File: src/wavegen_pkg.sv
// Package: register map, field layout, reset values and encodings of the waveform generator
package wavegen_pkg;
	// Register indices
	localparam logic [3:0] ADDR_CONTROL_0    = 4'h0;
	localparam logic [3:0] ADDR_CONTROL_1    = 4'h1;
	localparam logic [3:0] ADDR_CLOCK_SELECT = 4'h2;
	localparam logic [3:0] ADDR_INPUT_SELECT = 4'h3;
	localparam logic [3:0] ADDR_STEERING     = 4'h4;
	localparam logic [3:0] ADDR_SHUTDOWN_0   = 4'h5;
	localparam logic [3:0] ADDR_SHUTDOWN_1   = 4'h6;
	localparam logic [3:0] ADDR_RISE_DB      = 4'h7;
	localparam logic [3:0] ADDR_FALL_DB      = 4'h8;

	// Field positions
	localparam int BIT_ENABLE    = 7;
	localparam int BIT_LOAD      = 6;
	localparam int BIT_IN_LEVEL  = 5;
	localparam int BIT_SHUTDOWN  = 7;
	localparam int BIT_RESTART   = 6;
	localparam int LVL_BD_LSB    = 4;
	localparam int LVL_AC_LSB    = 2;
	localparam int OVR_LSB       = 4;

	// Reset values and dead-band count step
	localparam logic [7:0] RESET_BYTE     = 8'h00;
	localparam logic [5:0] RESET_DB       = 6'h00;
	localparam logic [3:0] RESET_NIBBLE   = 4'h0;
	localparam logic [1:0] RESET_LEVEL    = 2'h0;
	localparam logic [6:0] RESET_SOURCES  = 7'h00;
	localparam logic [5:0] DB_STEP        = 6'h01;

	// Mode encodings
	localparam logic [2:0] MODE_ASYNC_STEER = 3'h0;
	localparam logic [2:0] MODE_SYNC_STEER  = 3'h1;
	localparam logic [2:0] MODE_FWD_FULL    = 3'h2;
	localparam logic [2:0] MODE_REV_FULL    = 3'h3;
	localparam logic [2:0] MODE_HALF        = 3'h4;
	localparam logic [2:0] MODE_PUSH_PULL   = 3'h5;

	// Input select range
	localparam logic [4:0] SEL_LAST_LOW   = 5'h08;
	localparam logic [4:0] SEL_FIRST_HIGH = 5'h0b;
	localparam logic [4:0] SEL_LAST       = 5'h12;

	// Shutdown override encodings
	localparam logic [1:0] LVL_INACTIVE = 2'h0;
	localparam logic [1:0] LVL_FLOAT    = 2'h1;
	localparam logic [1:0] LVL_LOW      = 2'h2;
	localparam logic [1:0] LVL_HIGH     = 2'h3;
endpackage
File: src/wavegen_core.sv
// Complementary waveform generator: registers, steering, bridge modes and shutdown
// ----------------------------------------------------------------------------
// Overview of operation
// - Runs from its own selected clock, keeps running through sleep.
// - Fast oscillator request held in sleep when enabled, input active, selected.
// - After enable the generator starts in shutdown; override levels must be set.
// - Output starts via auto restart or a software clear of shutdown.
// - Control 0 bit 7 enables the generator, reset 0.
// - Load bit loads dead-band buffers on rising edge after falling edge, self clears.
// - Load bit only settable when enable already 1.
// - Three bit mode field selects steering, bridge, half bridge, push-pull.
// - Control 1 bit 5 reads current selected data input level.
// - Clock select bit picks fast oscillator when 1, system clock when 0.
// - Five bit input select routes data input; reserved codes listed.
// - Steering enable passes data with polarity, else override data bit.
// - Synchronous steering double-buffers steering enables.
// - Unimplemented bits read zero.
// - Auto restart clears shutdown when conditions gone; resume on rising data edge.
// - Two bit override fields give one, zero, float or inactive level.
// - Software clear of shutdown refused while a condition persists.
// ----------------------------------------------------------------------------
`timescale 1ns/1ns
`default_nettype none
module wavegen_core (
	// Clock and reset
	input  wire logic        CLOCK_I,
	input  wire logic        RST_B_I,
	input  wire logic        CE_I,
	// Register port
	input  wire logic [3:0]  ADDR_I,
	input  wire logic [7:0]  WDATA_I,
	input  wire logic        WR_I,
	input  wire logic        RD_I,
	output logic      [7:0]  RDATA_O,
	// Sources and shutdown inputs (active low)
	input  wire logic [31:0] SOURCES_I,
	input  wire logic [6:0]  SHUTDOWN_B_I,
	// Power management
	input  wire logic        SLEEP_I,
	output logic             FAST_OSC_SELECT_O,
	output logic             FAST_OSC_KEEP_O,
	// Outputs A to D, enable low while driven
	output logic      [3:0]  WAVE_O,
	output logic      [3:0]  WAVE_OE_B_O
);
	typedef struct packed {
		logic       enable;
		logic       load;
		logic [2:0] mode;
		logic [3:0] invert;
		logic       clk_sel;
		logic [4:0] input_select;
		logic [3:0] override_data;
		logic [3:0] steer_enable;
		logic [3:0] steer_active;
		logic       shutdown;
		logic       restart;
		logic [1:0] level_bd;
		logic [1:0] level_ac;
		logic [6:0] sources;
		logic [5:0] rise_db;
		logic [5:0] fall_db;
		logic [5:0] rise_db_buf;
		logic [5:0] fall_db_buf;
		logic       seen_fall;
		logic       data_d;
		logic       run;
		logic [7:0] rdata;
		logic [3:0] wave;
		logic [3:0] oe_b;
		logic       fwd_last;
	} core_state_t;
	core_state_t s_reg, s_next;

	logic data_in;
	logic sel_valid;
	logic rise_busy;
	logic fall_busy;
	logic condition;
	logic rise_edge;
	logic fall_edge;
	logic dir_to_rev;
	logic dir_to_fwd;
	logic wr_c0;
	logic wr_as0;

	// ------------------------------------------------------------------------
	// Submodules
	// ------------------------------------------------------------------------
	wavegen_input_mux u_mux (
		.sel_i     (s_reg.input_select),
		.sources_i (SOURCES_I),
		.data_o    (data_in),
		.valid_o   (sel_valid)
	);

	wavegen_deadband u_rise_db (
		.clk_i   (CLOCK_I),
		.rst_b_i (RST_B_I),
		.ce_i    (CE_I),
		.start_i (rise_edge | dir_to_rev),
		.abort_i (fall_edge),
		.count_i (s_reg.rise_db_buf),
		.busy_o  (rise_busy)
	);

	wavegen_deadband u_fall_db (
		.clk_i   (CLOCK_I),
		.rst_b_i (RST_B_I),
		.ce_i    (CE_I),
		.start_i (fall_edge | dir_to_fwd),
		.abort_i (rise_edge),
		.count_i (s_reg.fall_db_buf),
		.busy_o  (fall_busy)
	);

	// Per-pair level for a shutdown override field
	function automatic logic [1:0] ovr_level(input logic [1:0] lvl, input logic inv);
		ovr_level[0] = (lvl == wavegen_pkg::LVL_HIGH) ? 1'b1 :
			(lvl == wavegen_pkg::LVL_INACTIVE) ? inv : 1'b0;
		ovr_level[1] = (lvl == wavegen_pkg::LVL_FLOAT);
	endfunction

	assign rise_edge  = data_in & ~s_reg.data_d;
	assign fall_edge  = ~data_in & s_reg.data_d;
	assign dir_to_rev = rise_edge && s_reg.fwd_last && (s_reg.mode == wavegen_pkg::MODE_REV_FULL);
	assign dir_to_fwd = rise_edge && !s_reg.fwd_last && (s_reg.mode == wavegen_pkg::MODE_FWD_FULL);
	assign condition  = |(s_reg.sources & ~SHUTDOWN_B_I);
	assign wr_c0      = WR_I && (ADDR_I == wavegen_pkg::ADDR_CONTROL_0);
	assign wr_as0     = WR_I && (ADDR_I == wavegen_pkg::ADDR_SHUTDOWN_0);

	// ------------------------------------------------------------------------
	// Next state
	// ------------------------------------------------------------------------
	always_comb begin
		logic [3:0] raw;
		logic [1:0] lac;
		logic [1:0] lbd;
		logic       legal;
		raw   = 4'h0;
		lac   = 2'h0;
		lbd   = 2'h0;
		legal = 1'b0;
		s_next = s_reg;
		s_next.data_d = data_in;

		// Register writes
		if (WR_I) begin
			if (ADDR_I == wavegen_pkg::ADDR_CONTROL_0) begin
				s_next.enable = WDATA_I[wavegen_pkg::BIT_ENABLE];
				s_next.mode   = WDATA_I[2:0];
				if (WDATA_I[wavegen_pkg::BIT_LOAD] && s_reg.enable) begin
					s_next.load      = 1'b1;
					s_next.seen_fall = 1'b0;
				end
			end else if (ADDR_I == wavegen_pkg::ADDR_CONTROL_1) begin
				s_next.invert = WDATA_I[3:0];
			end else if (ADDR_I == wavegen_pkg::ADDR_CLOCK_SELECT) begin
				s_next.clk_sel = WDATA_I[0];
			end else if (ADDR_I == wavegen_pkg::ADDR_INPUT_SELECT) begin
				s_next.input_select = WDATA_I[4:0];
			end else if (ADDR_I == wavegen_pkg::ADDR_STEERING) begin
				s_next.override_data = WDATA_I[7:wavegen_pkg::OVR_LSB];
				s_next.steer_enable  = WDATA_I[3:0];
			end else if (ADDR_I == wavegen_pkg::ADDR_SHUTDOWN_0) begin
				s_next.restart  = WDATA_I[wavegen_pkg::BIT_RESTART];
				s_next.level_bd = WDATA_I[5:wavegen_pkg::LVL_BD_LSB];
				s_next.level_ac = WDATA_I[3:wavegen_pkg::LVL_AC_LSB];
				if (WDATA_I[wavegen_pkg::BIT_SHUTDOWN]) begin
					s_next.shutdown = 1'b1;
				end else if (!condition) begin
					s_next.shutdown = 1'b0;
				end
			end else if (ADDR_I == wavegen_pkg::ADDR_SHUTDOWN_1) begin
				s_next.sources = WDATA_I[6:0];
			end else if (ADDR_I == wavegen_pkg::ADDR_RISE_DB) begin
				s_next.rise_db = WDATA_I[5:0];
				if (!s_reg.enable) begin
					s_next.rise_db_buf = WDATA_I[5:0];
				end
			end else if (ADDR_I == wavegen_pkg::ADDR_FALL_DB) begin
				s_next.fall_db = WDATA_I[5:0];
				if (!s_reg.enable) begin
					s_next.fall_db_buf = WDATA_I[5:0];
				end
			end
		end

		// Enabling enters shutdown and stops output
		if (wr_c0 && WDATA_I[wavegen_pkg::BIT_ENABLE] && !s_reg.enable) begin
			s_next.shutdown = 1'b1;
			s_next.run      = 1'b0;
		end

		// Hardware set wins over any clear
		if (s_reg.enable && condition) begin
			s_next.shutdown = 1'b1;
		end else if (s_reg.enable && s_reg.restart && !condition && !(wr_as0 &&
				WDATA_I[wavegen_pkg::BIT_SHUTDOWN])) begin
			s_next.shutdown = 1'b0;
		end
		if (s_next.shutdown) begin
			s_next.run = 1'b0;
		end else if (rise_edge) begin
			s_next.run = 1'b1;
		end

		// Buffer load handshake
		if (s_reg.load) begin
			if (fall_edge) begin
				s_next.seen_fall = 1'b1;
			end
			if (s_reg.seen_fall && rise_edge) begin
				s_next.rise_db_buf = s_reg.rise_db;
				s_next.fall_db_buf = s_reg.fall_db;
				// A software set in the same cycle wins over the hardware clear
				s_next.load        = wr_c0 && WDATA_I[wavegen_pkg::BIT_LOAD] && s_reg.enable;
			end
		end

		// Steering enables double-buffered in synchronous mode
		if (s_reg.mode == wavegen_pkg::MODE_SYNC_STEER) begin
			if (rise_edge) begin
				s_next.steer_active = s_reg.steer_enable;
			end
		end else begin
			s_next.steer_active = s_next.steer_enable;
		end
		if (rise_edge) begin
			s_next.fwd_last = (s_reg.mode == wavegen_pkg::MODE_FWD_FULL);
		end

		// Output waveform before polarity
		legal = sel_valid && (s_reg.mode <= wavegen_pkg::MODE_PUSH_PULL);
		if (s_reg.mode == wavegen_pkg::MODE_ASYNC_STEER ||
				s_reg.mode == wavegen_pkg::MODE_SYNC_STEER) begin
			raw = 4'h0;
		end else if (s_reg.mode == wavegen_pkg::MODE_HALF) begin
			raw = {1'b0, 1'b0, ~data_in & ~fall_busy, data_in & ~rise_busy};
		end else if (s_reg.mode == wavegen_pkg::MODE_PUSH_PULL) begin
			raw = {1'b0, 1'b0, ~data_in & s_reg.data_d, data_in};
		end else if (s_reg.mode == wavegen_pkg::MODE_FWD_FULL) begin
			raw = {data_in & ~fall_busy, 1'b0, 1'b0, 1'b1};
		end else if (s_reg.mode == wavegen_pkg::MODE_REV_FULL) begin
			raw = {1'b0, 1'b1, data_in & ~rise_busy, 1'b0};
		end
		s_next.wave = raw ^ s_reg.invert;
		if (s_reg.mode == wavegen_pkg::MODE_ASYNC_STEER ||
				s_reg.mode == wavegen_pkg::MODE_SYNC_STEER) begin
			for (int i = 0; i < 4; i++) begin
				s_next.wave[i] = s_next.steer_active[i] ? (data_in ^ s_reg.invert[i])
					: s_next.override_data[i];
			end
		end
		s_next.oe_b = 4'h0;
		if (!s_reg.enable || !legal) begin
			s_next.wave = s_reg.invert;
		end else if (s_reg.shutdown || !s_reg.run) begin
			lac = ovr_level(s_reg.level_ac, s_reg.invert[0]);
			s_next.wave[0] = lac[0];
			s_next.oe_b[0] = lac[1];
			lac = ovr_level(s_reg.level_ac, s_reg.invert[2]);
			s_next.wave[2] = lac[0];
			s_next.oe_b[2] = lac[1];
			lbd = ovr_level(s_reg.level_bd, s_reg.invert[1]);
			s_next.wave[1] = lbd[0];
			s_next.oe_b[1] = lbd[1];
			lbd = ovr_level(s_reg.level_bd, s_reg.invert[3]);
			s_next.wave[3] = lbd[0];
			s_next.oe_b[3] = lbd[1];
		end

		// Read data, one cycle after the strobe
		s_next.rdata = wavegen_pkg::RESET_BYTE;
		if (RD_I) begin
			if (ADDR_I == wavegen_pkg::ADDR_CONTROL_0) begin
				s_next.rdata = {s_reg.enable, s_reg.load, 3'h0, s_reg.mode};
			end else if (ADDR_I == wavegen_pkg::ADDR_CONTROL_1) begin
				s_next.rdata = {2'h0, data_in, 1'b0, s_reg.invert};
			end else if (ADDR_I == wavegen_pkg::ADDR_CLOCK_SELECT) begin
				s_next.rdata = {7'h00, s_reg.clk_sel};
			end else if (ADDR_I == wavegen_pkg::ADDR_INPUT_SELECT) begin
				s_next.rdata = {3'h0, s_reg.input_select};
			end else if (ADDR_I == wavegen_pkg::ADDR_STEERING) begin
				s_next.rdata = {s_reg.override_data, s_reg.steer_enable};
			end else if (ADDR_I == wavegen_pkg::ADDR_SHUTDOWN_0) begin
				s_next.rdata = {s_reg.shutdown, s_reg.restart, s_reg.level_bd, s_reg.level_ac,
					2'h0};
			end else if (ADDR_I == wavegen_pkg::ADDR_SHUTDOWN_1) begin
				s_next.rdata = {1'b0, s_reg.sources};
			end else if (ADDR_I == wavegen_pkg::ADDR_RISE_DB) begin
				s_next.rdata = {2'h0, s_reg.rise_db};
			end else if (ADDR_I == wavegen_pkg::ADDR_FALL_DB) begin
				s_next.rdata = {2'h0, s_reg.fall_db};
			end
		end
	end

	// ------------------------------------------------------------------------
	// State register
	// ------------------------------------------------------------------------
	// Clock enable low freezes all registered state; FAST_OSC_KEEP_O still follows SLEEP_I
	always_ff @(posedge CLOCK_I or negedge RST_B_I) begin
		if (!RST_B_I) begin
			s_reg <= '0;
		end else if (CE_I) begin
			s_reg <= s_next;
		end
	end

	assign RDATA_O           = s_reg.rdata;
	assign WAVE_O            = s_reg.wave;
	assign WAVE_OE_B_O       = s_reg.oe_b;
	assign FAST_OSC_SELECT_O = s_reg.clk_sel;
	// Sleep does not gate this block; it keeps its oscillator alive
	assign FAST_OSC_KEEP_O   = SLEEP_I && s_reg.enable && s_reg.clk_sel && sel_valid;
endmodule
`default_nettype wire

File: src/wavegen_deadband.sv
// Dead-band delay counter for one edge
`timescale 1ns/1ns
`default_nettype none
module wavegen_deadband (
	// Clock and reset
	input  wire logic       clk_i,
	input  wire logic       rst_b_i,
	input  wire logic       ce_i,
	// Control
	input  wire logic       start_i,
	input  wire logic       abort_i,
	input  wire logic [5:0] count_i,
	// Status
	output logic            busy_o
);
	typedef struct packed {
		logic [5:0] cnt;
		logic       busy;
	} db_state_t;
	db_state_t s_reg, s_next;

	always_comb begin
		s_next = s_reg;
		if (abort_i) begin
			s_next.busy = 1'b0;
		end else if (start_i) begin
			s_next.cnt  = count_i;
			s_next.busy = (count_i != wavegen_pkg::RESET_DB);
		end else if (s_reg.busy) begin
			s_next.cnt  = s_reg.cnt - wavegen_pkg::DB_STEP;
			s_next.busy = (s_reg.cnt != wavegen_pkg::DB_STEP);
		end
	end

	always_ff @(posedge clk_i or negedge rst_b_i) begin
		if (!rst_b_i) begin
			s_reg <= '0;
		end else if (ce_i) begin
			s_reg <= s_next;
		end
	end

	assign busy_o = s_reg.busy;
endmodule
`default_nettype wire

File: src/wavegen_input_mux.sv
// Data input multiplexer with reserved-code detection
`timescale 1ns/1ns
`default_nettype none
module wavegen_input_mux (
	// Selection
	input  wire logic [4:0]  sel_i,
	// Sources, index equals select code
	input  wire logic [31:0] sources_i,
	// Result
	output logic             data_o,
	output logic             valid_o
);
	always_comb begin
		valid_o = (sel_i <= wavegen_pkg::SEL_LAST_LOW) ||
			((sel_i >= wavegen_pkg::SEL_FIRST_HIGH) && (sel_i <= wavegen_pkg::SEL_LAST));
		data_o = valid_o & sources_i[sel_i];
	end
endmodule
`default_nettype wire

File: config.mk
export PLATFORM = sky130hd
export DESIGN_NAME = wavegen_core
export DESIGN_NICKNAME = d
export VERILOG_FILES = /design/src/wavegen_pkg.sv /design/src/wavegen_core.sv /design/src/wavegen_deadband.sv /design/src/wavegen_input_mux.sv
export SDC_FILE = /design/constraint.sdc
export NUM_CORES = 1
export LEC_CHECK = 0
export BUFFER_PORTS_ARGS = -buffer_cell sky130_fd_sc_hd__clkbuf_2
export CORE_ASPECT_RATIO = 1.5
export CORE_MARGIN = 2
export CORE_UTILIZATION = 59
export CTS_CLUSTER_SIZE = 12
export DETAILED_ROUTE_END_ITERATION = 10
export PLACE_DENSITY = 0.82
export SLEW_MARGIN = 20
export SYNTH_ARGS = -nofsm -noshare
export SYNTH_HDL_FRONTEND = slang
export SYNTH_SLANG_ARGS = --single-unit
File: constraint.sdc
create_clock -name CLOCK_I -period 3.1 [get_ports CLOCK_I]
set_clock_uncertainty 0.05 [all_clocks]
set_input_delay 0.155 -clock CLOCK_I [delete_from_list [all_inputs] [get_ports CLOCK_I]]
set_output_delay 0.155 -clock CLOCK_I [all_outputs]
set_load 0.01 [all_outputs]
# After elaboration in Yosys (flattened, before gate mapping)
# Index checks and enable logic that the tools add are counted.
totals:
  regBits: 98
  output_inout_bits: 18
  elab_cells: 223
  in_bits: 57
op_classes:
  mux: 85
  magnitude_cmp: 5
  add_sub_neg: 2
  bitwise: 29
  n_eq_ne: 19
  n_reduce_logical: 54
op_table:
  columns: ["operator", "count"]
  rows:
  - ["$mux W37", 5]
  - ["$mux W8", 10]
  - ["$mux W6", 11]
  - ["$mux W4", 11]
  - ["$mux W7", 6]
  - ["$mux W38", 1]
  - ["$mux W31", 1]
  - ["$mux W1", 30]
  - ["$mux W13", 2]
  - ["$mux W24", 1]
  - ["$logic_and A1 B1 Y1", 22]
  - ["$mux W22", 1]
  - ["$mux W18", 1]
  - ["$eq A4 B3 Y1 const B", 4]
  - ["$mux W14", 1]
  - ["$not A1 Y1", 14]
  - ["$mux W12", 1]
  - ["$ne A6 B1 Y1 const B", 2]
  - ["$reduce_bool A6 Y1", 2]
  - ["$sub A6 B1 Y6 const B", 2]
  - ["$reduce_and A11 Y1", 1]
  - ["$reduce_and A10 Y1", 1]
  - ["$reduce_and A3 Y1", 3]
  - ["$reduce_and A9 Y1", 1]
  - ["other kinds (35)", 60]

# Depth between registers and ports, before layout
# Gate-level depths: netlist (run 1).
depth:
  word_depth: 17
  mapped_depth: 10
  depth_no_buf: 7

# Modules after synthesis
# Synthesis (run 1) repeated with hierarchy kept, for this count alone.
unflattened:
  hier_cells: 631
  hier_area_um2: 6060.8
modules_own_cells:
  columns: ["mod", "instances", "area_per_inst_um2", "cells_each"]
  rows:
  - ["wavegen_core", 1, 4878.4, 514]
  - ["wavegen_deadband", 2, 473.0, 48]
  - ["wavegen_input_mux", 1, 236.5, 21]

# Least setup slack after synthesis (run 1)
# OpenSTA, ideal clock, no wires.
synth_timing:
  path_kind: "reg-to-reg"
  startpoint: "reg s_reg[69] (netlist name)"
  endpoint: "reg s_reg (netlist bit WAVE_O[2])"
  arrival_ps: 2294
  n_path_buf: 1
  slack_ps: 670
  period_less_slack_ps: 2430
  path_stages_with_launch: 9
  setup_time_ps: 87
  required_time_ps: 2963
  path_cell_list: "dfrtp_1 > buf_6 > mux4_1 > mux2i_1 > a32oi_1 > a211oi_2 > nor3_1 > or4_1 > o211ai_1"
synth_via:
  elab_chain_len: 11
synth_rtl:
  columns: ["item", "line", "text"]
  rows:
  - ["start: declaration", "wavegen_core.sv:73", "core_state_t s_reg, s_next;"]
  - ["start signal: assignment", "wavegen_core.sv:307", "s_reg <= s_next;"]
  - ["parallel branches: the longest is 10 deep, another holds $mux W8", null, null]
  - ["$mux W4 *", "wavegen_core.sv:256", "if (!s_reg.enable || !legal) begin"]
# Every way passes the cells marked *. The select of a mux whose other input is x is not followed.
# A chain may end at the register's enable or synchronous reset.

# Worst setup path after layout (run 1)
layout_timing:
  startpoint: "reg s_reg[71] (netlist name)"
  endpoint: "reg s_reg (netlist bit WAVE_O[0])"
layout_via:
  elab_chain_len: 11
layout_rtl:
  columns: ["item", "line"]
  rows:
  - ["parallel branches: the longest is 10 deep, another holds $mux W8", null]
  - ["$mux W4 *", "wavegen_core.sv:256"]
# Marked as above.

==> run summary, run 1 <==
outcome - complete, no violations
Die ar. - 11070 um2
GPL Wtd Cong - 0.9953
DR vias - 5531
sequential-to-total area share from yosys stat - 39.82%
antenna viol nets, final - 0
Die X - 86.57 um
via/cell ratio - 6.837
mean area per synthesized cell - 9.311 um2
Hold Startpoint - WDATA_I[7]
# H-tree levels - 3
Setup TNS - 0 ns
vias in the first global route - 5295
routed length per instance - 21.44 um
CP endpoint kind - flip-flop
routed wire length - 17.35 mm
leakage dissipation - 2.869 nW
largest net degree at the start of global routing - 54
Finished Layout Cells - 809
Max Cap Viol - 0
first-pass GRT wire length - 28.00 mm
post-synthesis sequential element count - 96
Hold EP - s_reg[83]
DRC viols - 0
antenna cell count - 0
Nets - 749
Worst Max-Slew Pin Slew - 0.7160 ns
worst reg2reg path depth - 6
final hold vios - 0
Syn. warnings - 0
RSZ-0062 raised after global routing - no
top_reg_cell synth - dfrtp_1
Multi-input gate area - 3194 um2
final number of max-transition violations - 0
fin crit share - 91.27%
DPL Wire Length - 12.86 mm
reg2reg setup slack - 0.27 ns
Synth Net Count - 709
reg-to-reg endpoint - WAVE_O[0]
Post-synth EDFFs - 0
GRT Util Overall - 32.90%
Setup Viol. Count Final - 0
Num CTS Buffers - 9
TritonCTS Sinks - 96
DRT iter0 DRCs - 578
PwrDens - 755.6 nW/um2
post-synthesis cell type count - 79
TritonCTS clock tree - done
max FFs per register - 67
Layout area overhead - 9.747%
slew margin rel. - 52.27%
Syn Inst Count - 648
antenna violations before repair - 0
root buffer selected by CTS - clkbuf_16
initial core utilization - 60.20%
core area - 10020 um2
minimum clock period - 2.829 ns
Arr. time, crit path - 3.06 ns
Worst-path clk slew - 0.07 ns
fillcell total - 838
IO Port Bufs - 66
grt ovf - 0
WS Path Type - reg2reg
IO Pins - 75
worst flop-to-flop path startpoint - s_reg[71]
Crit Path Max Fanout - 12
CP Data Required Time - 3.33 ns
Max VDD drop - 377.9 uV
Placed Cells - 793
crit start category - flip-flop
Die H - 127.9 um
Worst Hold Class - in2reg
Register Area - 2404 um2
f_max - 353.4 MHz
Post-Syn Area - 6033 um2
DR pass1 iterations - 5
ys async rst share - 100.0%
Worst-Skew Late Latency - 0.34 ns
row count - 45
worst hold stages - 3
share of cells above drive strength 1 - 22.40%
Setup Buffers After CTS - 0
clk buf depth - 2
-- cells in the final DEF, fill, tap and decap left out, drive strengths merged, types with 5 or more instances in the layout --
| master | instances |
|---|---|
| dfrtp | 96 |
| clkbuf | 77 |
| nand2 | 63 |
| o21ai | 51 |
| mux2 | 42 |
| nor2 | 39 |
| inv | 39 |
| a21oi | 27 |
| a22o | 25 |
| nand3 | 19 |
| buf | 17 |
| nor3 | 17 |
| o211ai | 12 |
| o22ai | 12 |
| mux2i | 11 |
| a31oi | 10 |
| nand2b | 9 |
| nor2b | 8 |
| nor4 | 7 |
| and3 | 7 |
| or3 | 6 |
| a211oi | 6 |
| mux4 | 6 |
| or4 | 5 |
| o31ai | 5 |
| o311ai | 5 |
-- worst max path at each step --
stage          startpoint            endpoint  slack [ns]  cells after the start
6_report        s_reg[71]           WAVE_O[0]        0.27                      6
5_1_grt         s_reg[69]  u_fall_db.s_reg[5]        0.10                      7
4_1_cts         s_reg[69]  u_fall_db.s_reg[5]        0.15                      7
3_5_place_dp    s_reg[69]  u_fall_db.s_reg[5]        0.17                      7
3_3_place_gp    s_reg[69]  u_fall_db.s_reg[2]        0.22                      7
2_1_floorplan   s_reg[69]           WAVE_O[2]        0.67                      8
-- kinds of logic (layout without fill, tap and decap cells) --
| family | after synthesis | in the layout | synth area share (%) |
|---|---|---|---|
| AOI/OAI and AO/OA | 197 | 197 | 23.35 |
| xor gates and xnor gates | 4 | 4 | 0.5806 |
| adders and majority gates | 4 | 4 | 0.8296 |
| buffers and inverters | 92 | 136 | 7.238 |
| DFF | 96 | 96 | 39.82 |
| muxes | 59 | 59 | 12.15 |
| and+or+nand+nor | 196 | 196 | 16.03 |
-- report_power, final --
part	leakage [nW]	switching, W	internal, W
Combinational	1.53	0.00107	0.000811
Clock	0.130	0.000482	0.000569
Sequential	1.21	0.000457	0.00161
Total	2.87	0.00201	0.00299
-- through the flow --
stage          cell area, um2  utilization, %  power [W]  hold WS (ns)  worst slack, ns
2_1_floorplan            6033               -   0.003375       -0.1906           0.6696
3_3_place_gp             6339           63.25   0.003829        0.1896           0.2198
3_5_place_dp             6339           63.25   0.003916        0.1949           0.1742
4_1_cts                  6620           66.05   0.004961       0.05199           0.1540
5_1_grt                  6621           66.07   0.005292       0.07203           0.1046
6_report                 6621           66.07   0.005003       0.07457           0.2707
-- worst max-delay path: stages (launching register included) --
cell and delay (ns):
dfrtp_1 0.53, o32a_1 0.52, a21oi_1 0.53, nand2_2 0.30, a2111oi_0 0.48, a311o_1 0.21, o21a_1 0.14
-- layout make-up --
class                           instances  area share, %
Clock buffer                           12          3.723
Clock inverter                          3         0.3779
Inverter                               38          2.154
Multi-Input combinational cell        460          48.24
Sequential cell                        96          36.30
Tap cell                              117          2.211
Timing Repair Buffer                   83          6.992
-- per-layer routing --
layer,global-route usage (%),part of all wire (%),vias to the layer above
li1,-,-,2473
met3,6.375,8.2,70
met2,53.12,48,365
met5,0,0,-
met4,17.10,5.4,0
met1,41.63,38,2623
-- what timing repair did --
action / CTS / global route
hold buffers: 1 / 0
endpoints found under the setup margin: 0 / 5
gates resized for setup: 0 / 1
hold endpoints to repair: 51 / 0
-- Yosys cell counts (all sizes together) (4+ instances only) --
master / instances / area share [%]
mux2i: 11 / 1.8
o21ai: 51 / 4.2
nor3: 17 / 1.5
dfrtp: 96 / 40
nor2: 39 / 2.6
nand2: 63 / 4.0
o311ai: 5 / 0.73
o211ai: 12 / 1.5
o32ai: 4 / 0.58
mux4: 6 / 2.4
clkbuf: 28 / 1.7
or4: 5 / 0.62
nor2b: 8 / 0.83
and3: 7 / 0.73
ha: 4 / 0.83
a31oi: 10 / 1.1
buf: 26 / 3.1
mux2: 42 / 7.9
a21oi: 27 / 2.2
nand3: 19 / 1.6
a22o: 25 / 3.6
inv: 37 / 2.3
xnor2: 4 / 0.58
nor4: 7 / 0.73
or3: 6 / 0.62
o21a: 4 / 0.50
o31ai: 5 / 0.71
a211oi: 6 / 0.83
o22ai: 12 / 1.5
o221ai: 4 / 0.58
nand2b: 9 / 0.93
Power figures use the tool's default switching activity.
==> run 2: changes to the inputs <==
Settings changed: CORE_ASPECT_RATIO 1.5 to 0.9.
==> run summary, run 2 (same netlist as run 1, synthesis figures left out) <==
DR pass1 iterations - 5
P_sw - 0.002043 W
row count - 35
minimum clock period - 2.869 ns
Worst Hold Class - in2reg
internal power - 0.003020 W
Max VDD drop - 465.0 uV
grt ovf - 0
most frequent cells in the layout - 95 x dfrtp_1, 65 x clkbuf_2, 62 x nand2_1
WS Path Type - reg2reg
IO Port Bufs - 66
DRC viols - 0
CP endpoint kind - flip-flop
Num CTS Buffers - 9
critical path, cell by cell - o32a_1 > buf_4 > a21oi_1 > nand2_2 > a2111oi_0 > a311o_1 > o21a_1
final setup margin - 0.2314 ns
TritonCTS clock tree - done
root buffer selected by CTS - clkbuf_16
part of the power in registers - 40.6%
max FFs per register - 67
GRT Util Overall - 31.09%
Setup TNS - 0 ns
DR vias - 5365
GPL Wtd Cong - 0.9813
Die ar. - 11050 um2
Die H - 99.94 um
Nets - 752
CP max-delay cell - dfrtp_1
Hold Slack - 0.05740 ns
Crit Path Max Fanout - 12
share of cells above drive strength 1 - 23.13%
design area - 6689 um2
DRT iter0 DRCs - 573
# H-tree levels - 3
outcome - complete, no violations
core area - 10120 um2
Worst-Skew Late Latency - 0.36 ns
antenna cell count - 0
reg2reg setup slack - 0.23 ns
crit start category - flip-flop
combinational group share of total power - 37.6%
antenna viol nets, final - 0
routed length per instance - 19.93 um
fillcell total - 780
PwrDens - 756.8 nW/um2
Arr. time, crit path - 3.11 ns
final number of max-transition violations - 0
Worst Max-Slew Pin Slew - 1.022 ns
f_max - 348.6 MHz
slew margin rel. - 30.89%
CP Data Required Time - 3.34 ns
final hold vios - 0
initial core utilization - 59.64%
first-pass GRT wire length - 27.03 mm
Placed Cells - 808
Layout area overhead - 10.87%
RSZ-0062 raised after global routing - no
fin crit share - 92.54%
Worst-path clk slew - 0.07 ns
routed wire length - 16.45 mm
Max stage delay on crit path - 0.55 ns
Max Cap Viol - 0
TritonCTS Sinks - 96
Die X - 110.6 um
Net Sw Frac - 40.35%
Clock power frac - 21.8%
antenna violations before repair - 0
Setup Buffers After CTS - 0
DPL Wire Length - 12.16 mm
dpl ws - 0.03858 ns
Placed Area - 6376 um2
via/cell ratio - 6.503
largest net degree at the start of global routing - 36
most common cell after layout, fill and taps aside - dfrtp_1
leakage dissipation - 2.897 nW
vias in the first global route - 5070
IO Pins - 75
clk buf depth - 2
Setup Viol. Count Final - 0
Finished Layout Cells - 825
-- run 2: changes by cell type in the layout (fill, tap and decap cells not counted), sizes merged --
cell	delta
buf	+3
inv	+2
clkbuf	-3
clkinv	+2
-- run 2: timing repair --
action / CTS / global route
endpoints found under the hold margin: 29 / 0
resized for setup: 0 / 2
hold buffers: 1 / 0
endpoints found under the setup margin: 0 / 20
-- run 2: worst paths after layout --
path,cells after the start,from,to
hold / removal,3,WDATA_I[7],s_reg[83]
setup reg to reg,7,s_reg[71],WAVE_O[0]
setup / recovery,7,s_reg[71],WAVE_O[0]
min in group asynchronous,2,RST_B_I,WAVE_O[3]
max in group asynchronous,3,RST_B_I,u_rise_db.busy_o
hold reg to reg,1,u_fall_db.s_reg[6],u_fall_db.s_reg[6]
-- run 2: power groups by stage --
stage	combinational (W)	sequential, W	clock (W)
after floorplan	0.00153	0.00185	0
after global placement	0.00182	0.00204	0
after detailed placement	0.00186	0.00205	0
after CTS	0.00187	0.00203	0.00112
after global routing	0.00211	0.00210	0.00117
final	0.00190	0.00206	0.00111
-- run 2: routing by layer --
layer	vias to the layer above	wire length [um]	part of all wire [%]	track usage, %
met1	2557	7050	43	43.18
met5	-	0	0	0
li1	2480	-	-	-
met3	45	1641	10	8.273
met2	283	7256	44	48.28
met4	0	496	3.0	9.904
-- run 2: cell type report --
cell class,instances,area (um2),area share (%)
multi-input cells,460,3201,47.85
clock inverters,7,70.07,1.048
well taps,129,161.4,2.413
inverters,38,142.6,2.132
repair buffers,86,485.5,7.258
flip-flops and latches,96,2404,35.93
clock buffers,9,225.2,3.367
-- run 2: worst max-delay path, delay by kind of cell (launching register included) --
| family | cells | cell delay, ns |
|---|---|---|
| AO/OA/AOI/OAI | 5 | 1.82 |
| buffers and inverters | 1 | 0.18 |
| flip-flops | 1 | 0.55 |
| AND/OR/NAND/NOR | 1 | 0.20 |
-- run 2: per-stage QoR --
| step | power (W) | utilization, % |
|---|---|---|
| 6_report | 0.005062 | 66.12 |
| 5_1_grt | 0.005385 | 66.12 |
| 4_1_cts | 0.005022 | 66.05 |
| 3_5_place_dp | 0.003919 | 63.03 |
| 3_3_place_gp | 0.003852 | 63.03 |
| 2_1_floorplan | 0.003375 | - |
==> run 3: changes to the inputs <==
Settings changed: CORE_ASPECT_RATIO 0.9 to unset.
==> run summary, run 3 (same netlist as run 1, synthesis figures left out) <==
Net Sw Frac - 41.66%
core area - 9864 um2
antenna violations before repair - 0
worst hold stages - 3
slew margin rel. - 47.54%
grt ovf - 0
final hold vios - 0
first-pass GRT wire length - 28.02 mm
Max VDD drop - 398.1 uV
initial core utilization - 61.16%
reg2reg setup slack - 0.15 ns
clk buf depth - 2
reg-to-reg endpoint - WAVE_O[0]
Clock power frac - 17.8%
WS Path Type - reg2reg
Crit Path Max Fanout - 12
leakage dissipation - 2.848 nW
internal power - 0.002815 W
fillcell total - 793
CP endpoint kind - flip-flop
minimum clock period - 2.945 ns
Multi-input gate area - 3204 um2
Num CTS Buffers - 9
DRT iter0 DRCs - 538
Worst Max-Slew Pin Slew - 0.7868 ns
Setup TNS - 0 ns
worst flop-to-flop path startpoint - s_reg[71]
Worst-Skew Late Latency - 0.37 ns
via/cell ratio - 6.668
Arr. time, crit path - 3.21 ns
routed length per instance - 20.87 um
Die ar. - 11050 um2
Hold Startpoint - WDATA_I[6]
Die H - 105.1 um
PwrDens - 731.5 nW/um2
CP Data Required Time - 3.37 ns
combinational group share of total power - 39.0%
share of cells above drive strength 1 - 23.17%
root buffer selected by CTS - clkbuf_8
Layout area overhead - 9.312%
Setup Viol. Count Final - 0
largest net degree at the start of global routing - 40
DR vias - 5521
Worst Setup SP - s_reg[71]
Worst-path clk slew - 0.10 ns
antenna cell count - 0
GPL Wtd Cong - 1.031
P_sw - 0.002010 W
part of the power in registers - 43.2%
Worst Hold Class - in2reg
Register Area - 2404 um2
GRT Util Overall - 32.41%
vias in the first global route - 5225
Max Cap Viol - 0
final number of max-transition violations - 0
most common cell after layout, fill and taps aside - dfrtp_1
DR pass1 iterations - 6
DRC viols - 0
# H-tree levels - 3
IO Port Bufs - 66
outcome - complete, no violations
total power - 0.004825 W
max FFs per register - 67
most frequent cells in the layout - 95 x dfrtp_1, 65 x clkbuf_2, 62 x nand2_1
routed wire length - 17.28 mm
Nets - 751
worst reg2reg path depth - 7
f_max - 339.5 MHz
TritonCTS Sinks - 96
fin crit share - 95.02%
antenna viol nets, final - 0
RSZ-0062 raised after global routing - no
Hold EP - s_reg[50]
DPL Wire Length - 12.61 mm
IO Pins - 75
TritonCTS clock tree - done
row count - 36
crit start category - flip-flop
Die X - 105.1 um
## run 3: cell count changes in the layout (fill, tap and decap cells not counted), sizes merged
| cell | change |
|---|---|
| inv | -1 |
| bufinv | +1 |
| clkinv | -1 |
| clkinvlp | +1 |
| buf | -1 |
## run 3: area by class of cell
type | instances | share of cell area, %
Clock inverter | 7 | 1.157
Timing Repair Buffer | 85 | 7.247
Sequential cell | 96 | 36.44
Inverter | 38 | 2.163
Multi-Input combinational cell | 460 | 48.59
Clock buffer | 9 | 1.878
Tap cell | 133 | 2.523
## run 3: worst max-delay path by stage
stage | endpoint | slack (ns) | cells past startpoint
floorplan | WAVE_O[2] | 0.67 | 8
global placement | s_reg[23] | 0.20 | 8
detailed placement | s_reg[29] | 0.11 | 7
CTS | s_reg[29] | 0.10 | 7
global route | WAVE_O[0] | 0.03 | 7
finish | WAVE_O[0] | 0.15 | 7
## run 3: power by group through the flow
stage | clock [W] | combinational [W] | sequential, W
3_3_place_gp | 0 | 0.00178 | 0.00206
4_1_cts | 0.000867 | 0.00185 | 0.00206
2_1_floorplan | 0 | 0.00153 | 0.00185
3_5_place_dp | 0 | 0.00184 | 0.00208
5_1_grt | 0.000927 | 0.00208 | 0.00212
6_report | 0.000857 | 0.00188 | 0.00208
## run 3: critical path, stage by stage, from the launching register on
cell	delay, ns
dfrtp_1	0.63
mux4_2	0.29
nand2_1	0.07
a32oi_1	0.69
nand2_2	0.33
a2111oi_0	0.47
a311o_1	0.23
o21a_1	0.14
## run 3: per-layer routing
layer / up-vias / part of all wire [%] / GRT usage, % / wire (um)
met2: 328 / 46 / 49.44 / 8017
met5: - / 0 / 0 / 0
met1: 2663 / 41 / 45.76 / 7108
met3: 52 / 9.2 / 6.114 / 1590
li1: 2478 / - / - / -
met4: 0 / 3.3 / 12.76 / 564
## run 3: through the flow
step	hold slack (ns)	setup slack [ns]	cell area, um2	cells	util, %
after floorplan	-0.1906	0.6696	6033	648	-
after global placement	0.1106	0.1989	6374	811	64.61
after detailed placement	0.1139	0.1068	6374	811	64.61
after CTS	0.05067	0.1022	6584	828	66.74
after global routing	0.09467	0.03098	6595	828	66.86
final	0.07470	0.1545	6595	828	66.86
## run 3: repair_timing
item                       4_1_cts  5_1_grt
setup endpoints to repair        0       16
resized for setup                0        3
setup buffers                    0        0
hold endpoints to repair        37        0
hold buffers                     1        0
